### src/hw/lan_defines.svh
`ifndef LAN_DEFINES_SVH
`define LAN_DEFINES_SVH

// Management register numbers.
`define LAN_REG_W 16
`define LAN_REG_CTRL 5'h00
`define LAN_REG_STAT 5'h01
`define LAN_REG_ADV 5'h04
`define LAN_REG_LPA 5'h05
`define LAN_REG_EXP 5'h06
`define LAN_REG_QSTAT 5'h11

// Basic control fields and values.
`define LAN_CTRL_RESET 15
`define LAN_CTRL_SPEED 13
`define LAN_CTRL_ANEN 12
`define LAN_CTRL_RESTART 9
`define LAN_CTRL_DUPLEX 8
`define LAN_CTRL_RST_VAL 16'h3100
`define LAN_CTRL_WR_MASK 16'h3100

// Basic status fields; the fixed part reports the four abilities.
`define LAN_STAT_FIXED 16'h7809
`define LAN_STAT_ANDONE 5
`define LAN_STAT_LINK 2

// Ability bit positions shared by the advertisement and partner words.
`define LAN_ADV_RST_VAL 16'h01E1
`define LAN_AB_100FD 8
`define LAN_AB_T4 9
`define LAN_AB_100HD 7
`define LAN_AB_10FD 6
`define LAN_AB_10HD 5

// Expansion and consolidated status fields.
`define LAN_EXP_LPCAP 0
`define LAN_EXP_PDF 4
`define LAN_QS_RATE 15
`define LAN_QS_DPX 14
`define LAN_QS_ANDONE 4
`define LAN_QS_NOSIG 3
`define LAN_QS_LINK 0

// Serial management frame.
`define LAN_MD_ONES_W 6
`define LAN_MD_PRE_ONES 6'h20
`define LAN_MD_OP_RD 2'h2
`define LAN_MD_OP_WR 2'h1
`define LAN_MD_HDR_LAST 5'h0C
`define LAN_MD_DATA_LAST 5'h0F
`define LAN_MD_PHY_ADDR 5'h01

// Burst timing.
`define LAN_GAP_W 24
`define LAN_CLK_MHZ 50
`define LAN_BURST_GAP_US 16000
`define LAN_PD_BURSTS 7

`endif

### src/hw/lan_pkg.sv
`include "lan_defines.svh"

package lan_pkg;

    typedef enum logic [2:0] {
        LAN_TECH_NONE, LAN_TECH_10HD, LAN_TECH_10FD, LAN_TECH_100HD, LAN_TECH_100FD
    } lan_tech_type;

    typedef enum logic [1:0] {LAN_AN_OFF, LAN_AN_TX, LAN_AN_DONE, LAN_AN_FAULT} lan_an_type;

    typedef enum logic [2:0] {LAN_MD_PRE, LAN_MD_HDR, LAN_MD_TA, LAN_MD_RD, LAN_MD_WR} lan_md_type;

    typedef struct packed {
        logic flp_valid;
        logic [`LAN_REG_W-1:0] flp_word;
        logic nlp_seen;
        logic idle100_seen;
        logic link_ok;
    } lan_line_rx_type;

    typedef struct packed {
        logic burst;
        logic [`LAN_REG_W-1:0] code_word;
    } lan_line_tx_type;

    typedef struct packed {
        logic en_100tx;
        logic en_10t;
        logic full_duplex;
    } lan_path_type;

    typedef struct packed {
        lan_md_type md;
        logic [`LAN_MD_ONES_W-1:0] ones;
        logic [4:0] cnt;
        logic [`LAN_REG_W-1:0] sh;
        logic rd_op;
        logic [4:0] reg_addr;
        logic mdc_prev;
        logic mdio_out;
        logic mdio_oe;
        logic [`LAN_REG_W-1:0] ctrl;
        logic [`LAN_REG_W-1:0] adv;
        logic [`LAN_REG_W-1:0] lpa;
        logic lp_cap;
        logic pd_fault;
        logic an_done;
        lan_an_type an;
        lan_tech_type tech;
        logic [`LAN_GAP_W-1:0] gap;
        logic [3:0] bursts;
        logic saw_nlp;
        logic saw_idle;
        logic link_prev;
        lan_line_tx_type tx;
        lan_path_type path;
    } lan_state_type;

endpackage

### src/hw/lan_sync.sv
`timescale 1ns/100ps
`default_nettype none

module lan_sync #(
    parameter int W = 1
) (
    input wire logic clk_sys,
    input wire logic rst_n,
    input wire logic [W-1:0] d,
    output logic [W-1:0] q
);

    logic [1:0][W-1:0] pipe_q;

    always_ff @(posedge clk_sys or negedge rst_n) begin
        if (!rst_n) begin
            pipe_q <= '0;
        end else begin
            pipe_q <= {pipe_q[0], d};
        end
    end

    assign q = pipe_q[1];

endmodule

`default_nettype wire

### src/hw/lan_autoneg.sv
// Overview of operation
// Negotiation runs only while it is enabled here and the partner answers with its own bursts.
// Each outgoing burst carries the word held in the local advertisement register 4.
// While negotiating, fast pulse bursts replace normal pulses, each with a link code word.
// The ability word decoded from the partner's bursts is stored in partner register 5.
// The chosen technology is the highest common one of 100TX-FD, T4, 100TX-HD, 10T-FD, 10T-HD; a common T4 without 100TX-FD selects none here.
// On completion the completion flag is set in basic status and in the consolidated status.
// After success the transmit and receive paths of the chosen technology are enabled.
// After success every technology that was not chosen is switched off.
// A non-negotiating 10Base-T partner is detected by its pulses and 10Base-T is chosen.
// Registers are reached over the two-wire management clock and data interface.
// A consolidated status register returns link and negotiation state in one read.
// Negotiation restarts on link failure, on the restart bit, or on an enable off-on cycle; here link failure restarts it only after completion.
// With no answering bursts, parallel detection clears the capable flag and sets one ability.
// More than one detected technology enables none and sets the parallel detection fault.
// Every management register is a 16-bit word with flags addressed by register and bit.
`timescale 1ns/100ps
`default_nettype none

`include "lan_defines.svh"

module lan_autoneg
    import lan_pkg::*;
#(
    parameter int BURST_GAP_CYC = `LAN_BURST_GAP_US * `LAN_CLK_MHZ,
    parameter logic [3:0] PD_BURSTS = 4'(`LAN_PD_BURSTS),
    parameter logic [4:0] PHY_ADDR = `LAN_MD_PHY_ADDR
) (
    input wire logic clk_sys,
    input wire logic nrst,
    input wire logic mdc,
    input wire logic mdio_in,
    output logic mdio_out,
    output logic mdio_oe,
    input wire logic negotiation_select_pin,
    input wire logic hw_mode_pin,
    input wire lan_line_rx_type line_rx,
    output lan_line_tx_type line_tx,
    output lan_path_type path
);

    localparam logic [`LAN_GAP_W-1:0] GAP_RELOAD = `LAN_GAP_W'(BURST_GAP_CYC - 1);

    logic [1:0] rst_pipe_q;
    logic rst_n;
    logic mdc_s;
    logic mdio_s;
    logic sel_s;
    logic hw_s;
    lan_state_type s;
    lan_state_type n;
    logic mdc_rise;
    logic wr_en;
    logic [4:0] wr_addr;
    logic [`LAN_REG_W-1:0] wr_data;
    logic [12:0] hdr;
    logic soft_rst;
    logic restart;
    logic an_en;
    logic link_fail;
    lan_tech_type forced;

    always_ff @(posedge clk_sys or negedge nrst) begin
        if (!nrst) begin
            rst_pipe_q <= 2'h0;
        end else begin
            rst_pipe_q <= {rst_pipe_q[0], 1'b1};
        end
    end

    assign rst_n = rst_pipe_q[1];

    lan_sync #(
        .W(4)
    ) u_pin_sync (
        .clk_sys(clk_sys),
        .rst_n(rst_n),
        .d({mdc, mdio_in, negotiation_select_pin, hw_mode_pin}),
        .q({mdc_s, mdio_s, sel_s, hw_s})
    );

    // Highest common ability; a common T4 bit without 100TX-FD selects no technology.
    function automatic lan_tech_type resolve(input logic [`LAN_REG_W-1:0] common);
        lan_tech_type t;
        t = LAN_TECH_NONE;
        if (common[`LAN_AB_100FD]) begin
            t = LAN_TECH_100FD;
        end else if (common[`LAN_AB_T4]) begin
            t = LAN_TECH_NONE;
        end else if (common[`LAN_AB_100HD]) begin
            t = LAN_TECH_100HD;
        end else if (common[`LAN_AB_10FD]) begin
            t = LAN_TECH_10FD;
        end else if (common[`LAN_AB_10HD]) begin
            t = LAN_TECH_10HD;
        end
        return t;
    endfunction

    function automatic logic [`LAN_REG_W-1:0] rd_word(input lan_state_type st,
                                                       input logic [4:0] addr,
                                                       input logic link_ok);
        logic [`LAN_REG_W-1:0] w;
        logic up;
        w = '0;
        up = link_ok && (st.tech != LAN_TECH_NONE);
        unique case (addr)
            `LAN_REG_CTRL: w = st.ctrl;
            `LAN_REG_STAT: begin
                w = `LAN_STAT_FIXED;
                w[`LAN_STAT_ANDONE] = st.an_done;
                w[`LAN_STAT_LINK] = up;
            end
            `LAN_REG_ADV: w = st.adv;
            `LAN_REG_LPA: w = st.lpa;
            `LAN_REG_EXP: begin
                w[`LAN_EXP_LPCAP] = st.lp_cap;
                w[`LAN_EXP_PDF] = st.pd_fault;
            end
            `LAN_REG_QSTAT: begin
                w[`LAN_QS_RATE] = st.path.en_100tx;
                w[`LAN_QS_DPX] = st.path.full_duplex;
                w[`LAN_QS_ANDONE] = st.an_done;
                w[`LAN_QS_NOSIG] = !link_ok;
                w[`LAN_QS_LINK] = up;
            end
            default: w = '0;
        endcase
        return w;
    endfunction

    assign hdr = {s.sh[11:0], mdio_s};
    assign an_en = hw_s ? sel_s : s.ctrl[`LAN_CTRL_ANEN];
    assign link_fail = s.link_prev && !line_rx.link_ok;
    assign forced = s.ctrl[`LAN_CTRL_SPEED]
        ? (s.ctrl[`LAN_CTRL_DUPLEX] ? LAN_TECH_100FD : LAN_TECH_100HD)
        : (s.ctrl[`LAN_CTRL_DUPLEX] ? LAN_TECH_10FD : LAN_TECH_10HD);

    always_comb begin
        n = s;
        wr_en = 1'b0;
        wr_addr = '0;
        wr_data = '0;
        soft_rst = 1'b0;
        restart = 1'b0;
        n.tx.burst = 1'b0;
        n.mdc_prev = mdc_s;
        n.link_prev = line_rx.link_ok;
        mdc_rise = mdc_s && !s.mdc_prev;

        // Management frame: preamble, start, opcode, addresses, turnaround, data.
        if (mdc_rise) begin
            unique case (s.md)
                LAN_MD_PRE: begin
                    if (mdio_s) begin
                        if (s.ones != `LAN_MD_PRE_ONES) begin
                            n.ones = s.ones + 1'b1;
                        end
                    end else begin
                        n.ones = '0;
                        if (s.ones == `LAN_MD_PRE_ONES) begin
                            n.md = LAN_MD_HDR;
                            n.cnt = '0;
                        end
                    end
                end
                LAN_MD_HDR: begin
                    n.sh = {s.sh[14:0], mdio_s};
                    n.cnt = s.cnt + 1'b1;
                    if (s.cnt == `LAN_MD_HDR_LAST) begin
                        n.cnt = '0;
                        n.reg_addr = hdr[4:0];
                        n.md = LAN_MD_PRE;
                        if (hdr[12] && hdr[9:5] == PHY_ADDR) begin
                            if (hdr[11:10] == `LAN_MD_OP_RD) begin
                                n.md = LAN_MD_TA;
                                n.rd_op = 1'b1;
                                n.sh = rd_word(s, hdr[4:0], line_rx.link_ok);
                            end else if (hdr[11:10] == `LAN_MD_OP_WR) begin
                                n.md = LAN_MD_TA;
                                n.rd_op = 1'b0;
                            end
                        end
                    end
                end
                LAN_MD_TA: begin
                    if (s.cnt == '0) begin
                        n.cnt = 5'h01;
                        n.mdio_oe = s.rd_op;
                        n.mdio_out = 1'b0;
                    end else begin
                        n.cnt = '0;
                        if (s.rd_op) begin
                            n.md = LAN_MD_RD;
                            n.mdio_out = s.sh[15];
                            n.sh = {s.sh[14:0], 1'b0};
                        end else begin
                            n.md = LAN_MD_WR;
                        end
                    end
                end
                LAN_MD_RD: begin
                    if (s.cnt == `LAN_MD_DATA_LAST) begin
                        n.md = LAN_MD_PRE;
                        n.mdio_oe = 1'b0;
                        n.mdio_out = 1'b0;
                    end else begin
                        n.cnt = s.cnt + 1'b1;
                        n.mdio_out = s.sh[15];
                        n.sh = {s.sh[14:0], 1'b0};
                    end
                end
                LAN_MD_WR: begin
                    n.sh = {s.sh[14:0], mdio_s};
                    n.cnt = s.cnt + 1'b1;
                    if (s.cnt == `LAN_MD_DATA_LAST) begin
                        n.md = LAN_MD_PRE;
                        wr_en = 1'b1;
                        wr_addr = s.reg_addr;
                        wr_data = {s.sh[14:0], mdio_s};
                    end
                end
            endcase
        end

        // Reset and restart bits clear themselves; only stored fields read back.
        if (wr_en) begin
            if (wr_addr == `LAN_REG_CTRL) begin
                soft_rst = wr_data[`LAN_CTRL_RESET];
                restart = wr_data[`LAN_CTRL_RESTART];
                n.ctrl = wr_data & `LAN_CTRL_WR_MASK;
            end else if (wr_addr == `LAN_REG_ADV) begin
                n.adv = wr_data;
            end
        end

        if (!an_en) begin
            n.an = LAN_AN_OFF;
            n.an_done = 1'b0;
            n.tech = forced;
        end else if (restart || s.an == LAN_AN_OFF ||
                     (link_fail && s.an == LAN_AN_DONE)) begin
            n.an = LAN_AN_TX;
            n.gap = '0;
            n.bursts = '0;
            n.saw_nlp = 1'b0;
            n.saw_idle = 1'b0;
            n.an_done = 1'b0;
            n.tech = LAN_TECH_NONE;
        end else begin
            unique case (s.an)
                LAN_AN_TX: begin
                    if (s.gap == '0) begin
                        n.tx.burst = 1'b1;
                        n.tx.code_word = s.adv;
                        n.gap = GAP_RELOAD;
                        if (s.bursts != PD_BURSTS) begin
                            n.bursts = s.bursts + 1'b1;
                        end
                    end else begin
                        n.gap = s.gap - 1'b1;
                    end
                    n.saw_nlp = s.saw_nlp || line_rx.nlp_seen;
                    n.saw_idle = s.saw_idle || line_rx.idle100_seen;
                    if (line_rx.flp_valid) begin
                        n.lpa = line_rx.flp_word;
                        n.lp_cap = 1'b1;
                        n.tech = resolve(s.adv & line_rx.flp_word);
                        n.an_done = 1'b1;
                        n.an = LAN_AN_DONE;
                    end else if (s.bursts == PD_BURSTS) begin
                        if (s.saw_nlp && s.saw_idle) begin
                            n.pd_fault = 1'b1;
                            n.tech = LAN_TECH_NONE;
                            n.an = LAN_AN_FAULT;
                        end else if (s.saw_nlp || s.saw_idle) begin
                            n.lp_cap = 1'b0;
                            n.lpa = s.saw_nlp ? (16'h0001 << `LAN_AB_10HD)
                                              : (16'h0001 << `LAN_AB_100HD);
                            n.tech = s.saw_nlp ? LAN_TECH_10HD : LAN_TECH_100HD;
                            n.an_done = 1'b1;
                            n.an = LAN_AN_DONE;
                        end else begin
                            n.bursts = '0;
                            n.saw_nlp = 1'b0;
                            n.saw_idle = 1'b0;
                        end
                    end
                end
                LAN_AN_DONE: n.an = LAN_AN_DONE;
                LAN_AN_FAULT: n.an = LAN_AN_FAULT;
                LAN_AN_OFF: n.an = LAN_AN_TX;
            endcase
        end

        if (soft_rst) begin
            n.ctrl = `LAN_CTRL_RST_VAL;
            n.adv = `LAN_ADV_RST_VAL;
            n.lpa = '0;
            n.lp_cap = 1'b0;
            n.pd_fault = 1'b0;
            n.an_done = 1'b0;
            n.an = LAN_AN_OFF;
            n.tech = LAN_TECH_NONE;
        end

        // Only the chosen datapath is powered; all others stay off.
        n.path.en_100tx = (n.tech == LAN_TECH_100HD) || (n.tech == LAN_TECH_100FD);
        n.path.en_10t = (n.tech == LAN_TECH_10HD) || (n.tech == LAN_TECH_10FD);
        n.path.full_duplex = (n.tech == LAN_TECH_100FD) || (n.tech == LAN_TECH_10FD);
    end

    always_ff @(posedge clk_sys or negedge rst_n) begin
        if (!rst_n) begin
            s <= '0;
            s.ctrl <= `LAN_CTRL_RST_VAL;
            s.adv <= `LAN_ADV_RST_VAL;
        end else begin
            s <= n;
        end
    end

    assign mdio_out = s.mdio_out;
    assign mdio_oe = s.mdio_oe;
    assign line_tx = s.tx;
    assign path = s.path;

endmodule

`default_nettype wire

### config.mk
export PLATFORM = sky130hd
export DESIGN_NAME = lan_autoneg
export DESIGN_NICKNAME = d
export VERILOG_FILES = /design/src/hw/lan_pkg.sv /design/src/hw/lan_sync.sv /design/src/hw/lan_autoneg.sv
export VERILOG_INCLUDE_DIRS = /design/src /design/src/hw
export SDC_FILE = /design/constraint.sdc
export NUM_CORES = 1
export LEC_CHECK = 0
export BUFFER_PORTS_ARGS = -buffer_cell sky130_fd_sc_hd__buf_2
export CAP_MARGIN = 0
export CORE_MARGIN = 3
export CORE_UTILIZATION = 40
export CTS_CLUSTER_DIAMETER = 80
export CTS_CLUSTER_SIZE = 14
export DETAILED_ROUTE_END_ITERATION = 7
export HOLD_SLACK_MARGIN = 0.12
export PLACE_DENSITY_LB_ADDON = 0.12
export SYNTH_ARGS = -nofsm -noshare
export SYNTH_HDL_FRONTEND = slang
export SYNTH_SLANG_ARGS = --single-unit
### constraint.sdc
create_clock -name clk_sys -period 5.3 [get_ports clk_sys]
set_input_delay 0.53 -clock clk_sys [delete_from_list [all_inputs] [get_ports clk_sys]]
set_output_delay 0.53 -clock clk_sys [all_outputs]
set_load 0.005 [all_outputs]
==> out/metrics.csv, run 1 <==
metric;value;unit
outcome;complete, no violations;
synth_fp_nets;802;
viasPerCell;5.63;
worstHoldPathType;in2reg;
grt_max_degree;74;
syn_avg_cell_area;9.63;µm²
finalHoldViolations;0;
cts_resized;0;
nNetsFinal;819;
synth_seq_cells;143;
finalInstanceArea;8240;µm²
fmax;0.313;GHz
start_kind;flip-flop;
min_period_over_period;60.2;%
crit_slowest_cell;nor2_1;
setup_viol_count_final;0;
synth_area_leaders;dfrtp_1 46%, o21ai_0 5.0%, nand2_1 4.3%;
dpl_cell_area;7600;µm²
synth_area;7340;µm²
skew;0.00912;ns
dp_hpwl;12300;µm
areaGrowthSynthToFinish;12.3;%
port_buffers;47;
synth_cells;762;
crit_path_frequent_cell;ha_1;
power_density;361;nW/µm²
critical_path.max_fanout;24;
ctsHtreeMaxLevel;4;
clock-sinks;143;
wl;18200;µm
initial_core_util;41.7;%
synth_commonest_cells;135 x dfrtp_1, 85 x nand2_1, 74 x o21ai_0;
cap_viol_max_count;0;
synthArstFlopShare;100;%
crit_path_end_kind;flip-flop;
path_class;reg2reg;
crit_chain;ha_1, and3_1, ha_1, nand3b_1, or4_4, nand3_1, buf_4, nor2_1, o21ai_0, a31oi_1;
clkTransAtPathRegs;0.06;ns
antenna_cells;0;
yosysTopAreaCell;dfrtp_1;
drive_gt1_share;16.3;%
coreArea;17600;µm²
num_vias;5727;
period_needed;3.19;ns
post_drt_wl_per_cell;17.9;µm
die_h;141;µm
num_io_pins;48;
yosysMostFrequentCell;dfrtp_1;
drtIter0Drc;515;
cpPeakStageDelay;0.83;ns
arrival;3.53;ns
antenna_found_initial;0;
clk_latency;0.42;ns
grt-ovfl-total;0;
tightest_slew;1.08;ns
cts_tree;yes;
clockBufferDepth;2;
synth.yosys.seq_area_share;48.9;%
drtPass1Iterations;4;
synth_edf_count;0;
grt_pass1_vias;5687;
dieArea;20000;µm²
required;5.64;ns
rows;48;
ant_nets;0;
leakage;3.70;nW
yosys_warnings;0;
slew-limit-headroom;28.2;%
grt_usage;19.0;%
drc;0;
cts_root_buf;clkbuf_16;
globalplace.congestion;0.843;
drv_slew;0;
synth_top_area_share;46.0;%
numCtsBuffers;17;
rsz0062_at_grt;false;
grt_pass1_wl;30200;µm
fin_setup_tns;0;ns
ys.flop_type;dfrtp_1;
die_x;141;µm
synth_cell_types;70;
ir_drop;0.231;mV
-- state kept, by name, summed over array words and instances (netlist names) --
| signal | flops |
|---|---|
| hdr | 12 |
| line_tx | 17 |
| mdio_oe | 1 |
| mdio_out | 1 |
| path | 3 |
| rst_pipe_q | 2 |
| s | 99 |
| u_pin_sync.pipe_q | 4 |
| u_pin_sync.q | 4 |
-- cells in the final DEF, fill, tap and decap left out, types with 6 or more instances in the layout --
| master | synthesis | routed |
|---|---|---|
| nor2_1 | 49 | 49 |
| o21ai_0 | 74 | 74 |
| dfstp_2 | 8 | 8 |
| ha_1 | 14 | 14 |
| buf_4 | 21 | 8 |
| nand3_1 | 34 | 34 |
| inv_1 | 28 | 28 |
| o211ai_1 | 11 | 11 |
| nor3_1 | 25 | 25 |
| mux2_1 | 8 | 8 |
| a31oi_1 | 23 | 23 |
| mux2_2 | 16 | 16 |
| nand2_1 | 85 | 85 |
| clkbuf_16 | 0 | 17 |
| a21o_1 | 6 | 6 |
| or3_1 | 10 | 10 |
| nor4_1 | 6 | 6 |
| a21oi_1 | 38 | 38 |
| mux2i_1 | 17 | 17 |
| and3_1 | 6 | 6 |
| buf_2 | 3 | 47 |
| a22o_1 | 21 | 21 |
| dfrtp_1 | 135 | 134 |
-- metal layers --
layer	track usage (%)	wire length, µm
met1	27.5	8800
met2	28.5	8260
met3	3.67	760
met4	6.77	349
met5	0	0
-- cell type report --
type	instances	area (µm²)
clock buffer	23	498
clock inverter	9	131
fill	1663	9360
inverter	28	105
multi-input combinational	533	3330
sequential	143	3590
tap	225	282
timing repair buffer	56	305
-- repair_timing --
item,CTS,global route
setup endpoints to repair,0,0
hold buffers,1,0
hold endpoints to repair,2,0
setup buffers,0,0
-- worst paths after layout --
path	start	to	slack, ns	cells past startpoint
max	s[133]	s[42]	2.11	10
min	negotiation_select_pin	u_pin_sync.pipe_q[1]	0.21	1
max reg2reg	s[133]	s[42]	2.11	10
min reg2reg	u_pin_sync.pipe_q[1]	u_pin_sync.q[1]	0.35	0
max in group asynchronous	rst_pipe_q[1]	s[62]	4.14	1
min in group asynchronous	nrst	rst_pipe_q[1]	0.42	2
-- cell families (layout without fill, tap and decap cells) --
kind of cell               after synthesis  after routing  synth area share [%]
DFF                                    143            143                  48.9
AOI/OAI and AO/OA                      209            209                  18.2
muxes                                   41             41                  6.00
buffers and inverters                   86            116                  5.73
xor gates and xnor gates                 4              4                 0.478
and+or+nand+nor                        264            264                  18.2
other                                    1              1                0.0511
adders and majority gates               14             14                  2.39
-- stage by stage --
step	power (mW)	cells	hold slack (ns)	utilization [%]	setup slack [ns]
2_1_floorplan	1.59	762	0.234	-	1.03
3_3_place_gp	1.71	984	0.316	43.2	2.25
3_5_place_dp	1.73	984	0.316	43.2	2.15
4_1_cts	3.00	1017	0.193	46.8	2.14
5_1_grt	3.13	1017	0.188	46.8	1.80
6_report	2.97	1017	0.212	46.8	2.11
-- worst max-delay path, delay by kind of cell, from the launching register on --
kind                       cells  cell delay, ns
buffers and inverters          1            0.24
and+or+nand+nor                5            1.57
adders and majority gates      2            0.45
AOI/OAI and AO/OA              2            0.44
DFF                            1            0.41
-- where the power goes --
part           internal [mW]  switching [mW]
clock network          0.802           0.460
registers               1.17          0.0724
logic                  0.175           0.293
total                   2.15           0.825
No activity file was read; power rests on OpenSTA's default activity.
==> run 2, diff against run 1 <==
==> constraint.sdc (replaced) <==
create_clock -name clk_sys -period 2.8 [get_ports clk_sys]
set_input_delay 0.28 -clock clk_sys [delete_from_list [all_inputs] [get_ports clk_sys]]
set_output_delay 0.28 -clock clk_sys [all_outputs]
set_load 0.005 [all_outputs]
==> out/metrics.csv, run 2 (synthesis results as in run 1) <==
metric;value;unit
clkPwrFrac;44.5;%
routed.top_layer;met4;
largest_register_ffs;99;
layout.cells.non_filler;1058;
cpPeakStageDelay;0.53;ns
ant_nets;0;
die_h;141;µm
cts_root_buf;clkbuf_16;
post_drt_wl_per_cell;17.7;µm
dp_cells;1006;
worstHoldPathType;in2reg;
nNetsFinal;860;
skew;0.00868;ns
min_period_over_period;94.3;%
drc;0;
dieArea;20000;µm²
port_buffers;47;
comb_power_share;15.9;%
antenna_found_initial;0;
fmax;0.379;GHz
rows;48;
initial_core_util;41.7;%
num_io_pins;48;
globalplace.congestion;0.863;
postCtsSetupBuffers;0;
grt_pass1_wl;31400;µm
drt-met1-wl;9000;µm
switchingPower;1.61;mW
met3WireLength;741;µm
cap_viol_max_count;0;
mostFrequentLayoutCells;134 x dfrtp_1, 85 x nand2_1, 74 x o21ai_0;
num_vias;5957;
dp_hpwl;12900;µm
clockBufferDepth;2;
wl_met2;8690;µm
wl;18700;µm
drv_slew;0;
outcome;complete, no violations;
areaGrowthSynthToFinish;19.0;%
crit_path_frequent_cell;ha_1;
tightest_slew;0.713;ns
power_density;686;nW/µm²
numCtsBuffers;17;
rsz0062_at_grt;true;
hold_ws;0.135;ns
leakage;3.93;nW
die_x;141;µm
fin_setup_tns;0;ns
finalHoldViolations;0;
start_kind;flip-flop;
drive_gt1_share;18.1;%
path_class;reg2reg;
clkTransAtPathRegs;0.06;ns
grt_max_degree;56;
required;3.10;ns
regMostFlops;s;
grt_usage;19.6;%
power;5.99;mW
grt-ovfl-total;0;
viasPerCell;5.63;
p_int;4.39;mW
crit_path_end_kind;flip-flop;
ctsHtreeMaxLevel;4;
critical_path.max_fanout;23;
drtIter0Drc;494;
final_common_cell;dfrtp_1;
ir_drop;0.486;mV
cts_tree;yes;
seqPwrFrac;39.6;%
crit_slowest_cell;or4_4;
clk_latency;0.43;ns
setup_viol_count_final;0;
coreArea;17600;µm²
post-route-util;49.6;%
crit_chain;ha_1, and3_1, ha_1, nand3b_1, or4_4, nand3_1, buf_8, nor2_1, a21oi_1, o22ai_1;
slew-limit-headroom;52.3;%
antenna_cells;0;
arrival;2.94;ns
switching_share;26.8;%
drtPass1Iterations;5;
clock-sinks;143;
grt_pass1_vias;5882;
period_needed;2.64;ns
==> run 2: repair_timing <==
item                                    4_1_cts  5_1_grt
pin swaps                                     0        1
gates cloned                                  0        0
hold buffers                                 20        0
endpoints found under the setup margin        3       47
endpoints found under the hold margin        21        0
resized for setup                             1        6
==> run 2: stage by stage <==
stage                     area, µm²  worst slack, ns
after floorplan                7340            0.144
after global placement         7800           0.0635
after detailed placement       7800          -0.0381
after CTS                      8700           0.0527
after global routing           8730          -0.0248
final                          8730            0.160
==> run 2: cell type report <==
type                       count  area (µm²)
multi-input combinational    533        3360
sequential                   143        3590
inverter                      28         105
tap                          225         282
fill                        1629        8870
clock inverter                11         238
clock buffer                  21         450
timing repair buffer          97         706
==> run 2: worst max-delay path, delay by kind of cell (launching register included) <==
kind | cells | cell delay (ns)
adder cells (fa/ha/maj) | 2 | 0.35
AND/OR/NAND/NOR | 5 | 1.26
AO/OA/AOI/OAI | 2 | 0.30
flip-flops | 1 | 0.38
buffers and inverters | 1 | 0.22
==> run 2: layer usage <==
layer / up-vias / track usage, %
met5: - / 0
met4: 0 / 5.76
met3: 21 / 3.64
met2: 133 / 30.3
met1: 2950 / 28.2
li1: 2853 / -
==> run 2: power by group through the flow <==
stage | registers (mW) | logic (mW) | clock network [mW]
global route | 2.39 | 1.06 | 2.81
detailed placement | 2.40 | 0.907 | 0
global placement | 2.40 | 0.888 | 0
CTS | 2.37 | 0.936 | 2.72
finish | 2.37 | 0.955 | 2.66
floorplan | 2.38 | 0.638 | 0
==> run 2: final timing paths <==
path                               start            end  slack [ns]  cells past startpoint
hold reg to reg            rst_pipe_q[1]          s[55]        0.34                      0
setup / recovery                  s[133]          s[24]        0.16                     10
max in group asynchronous  rst_pipe_q[1]          s[27]        1.57                      1
min in group asynchronous           nrst  rst_pipe_q[0]        0.17                      2
hold / removal               line_rx[12]          s[68]        0.13                      2
setup reg to reg                  s[133]          s[24]        0.16                     10
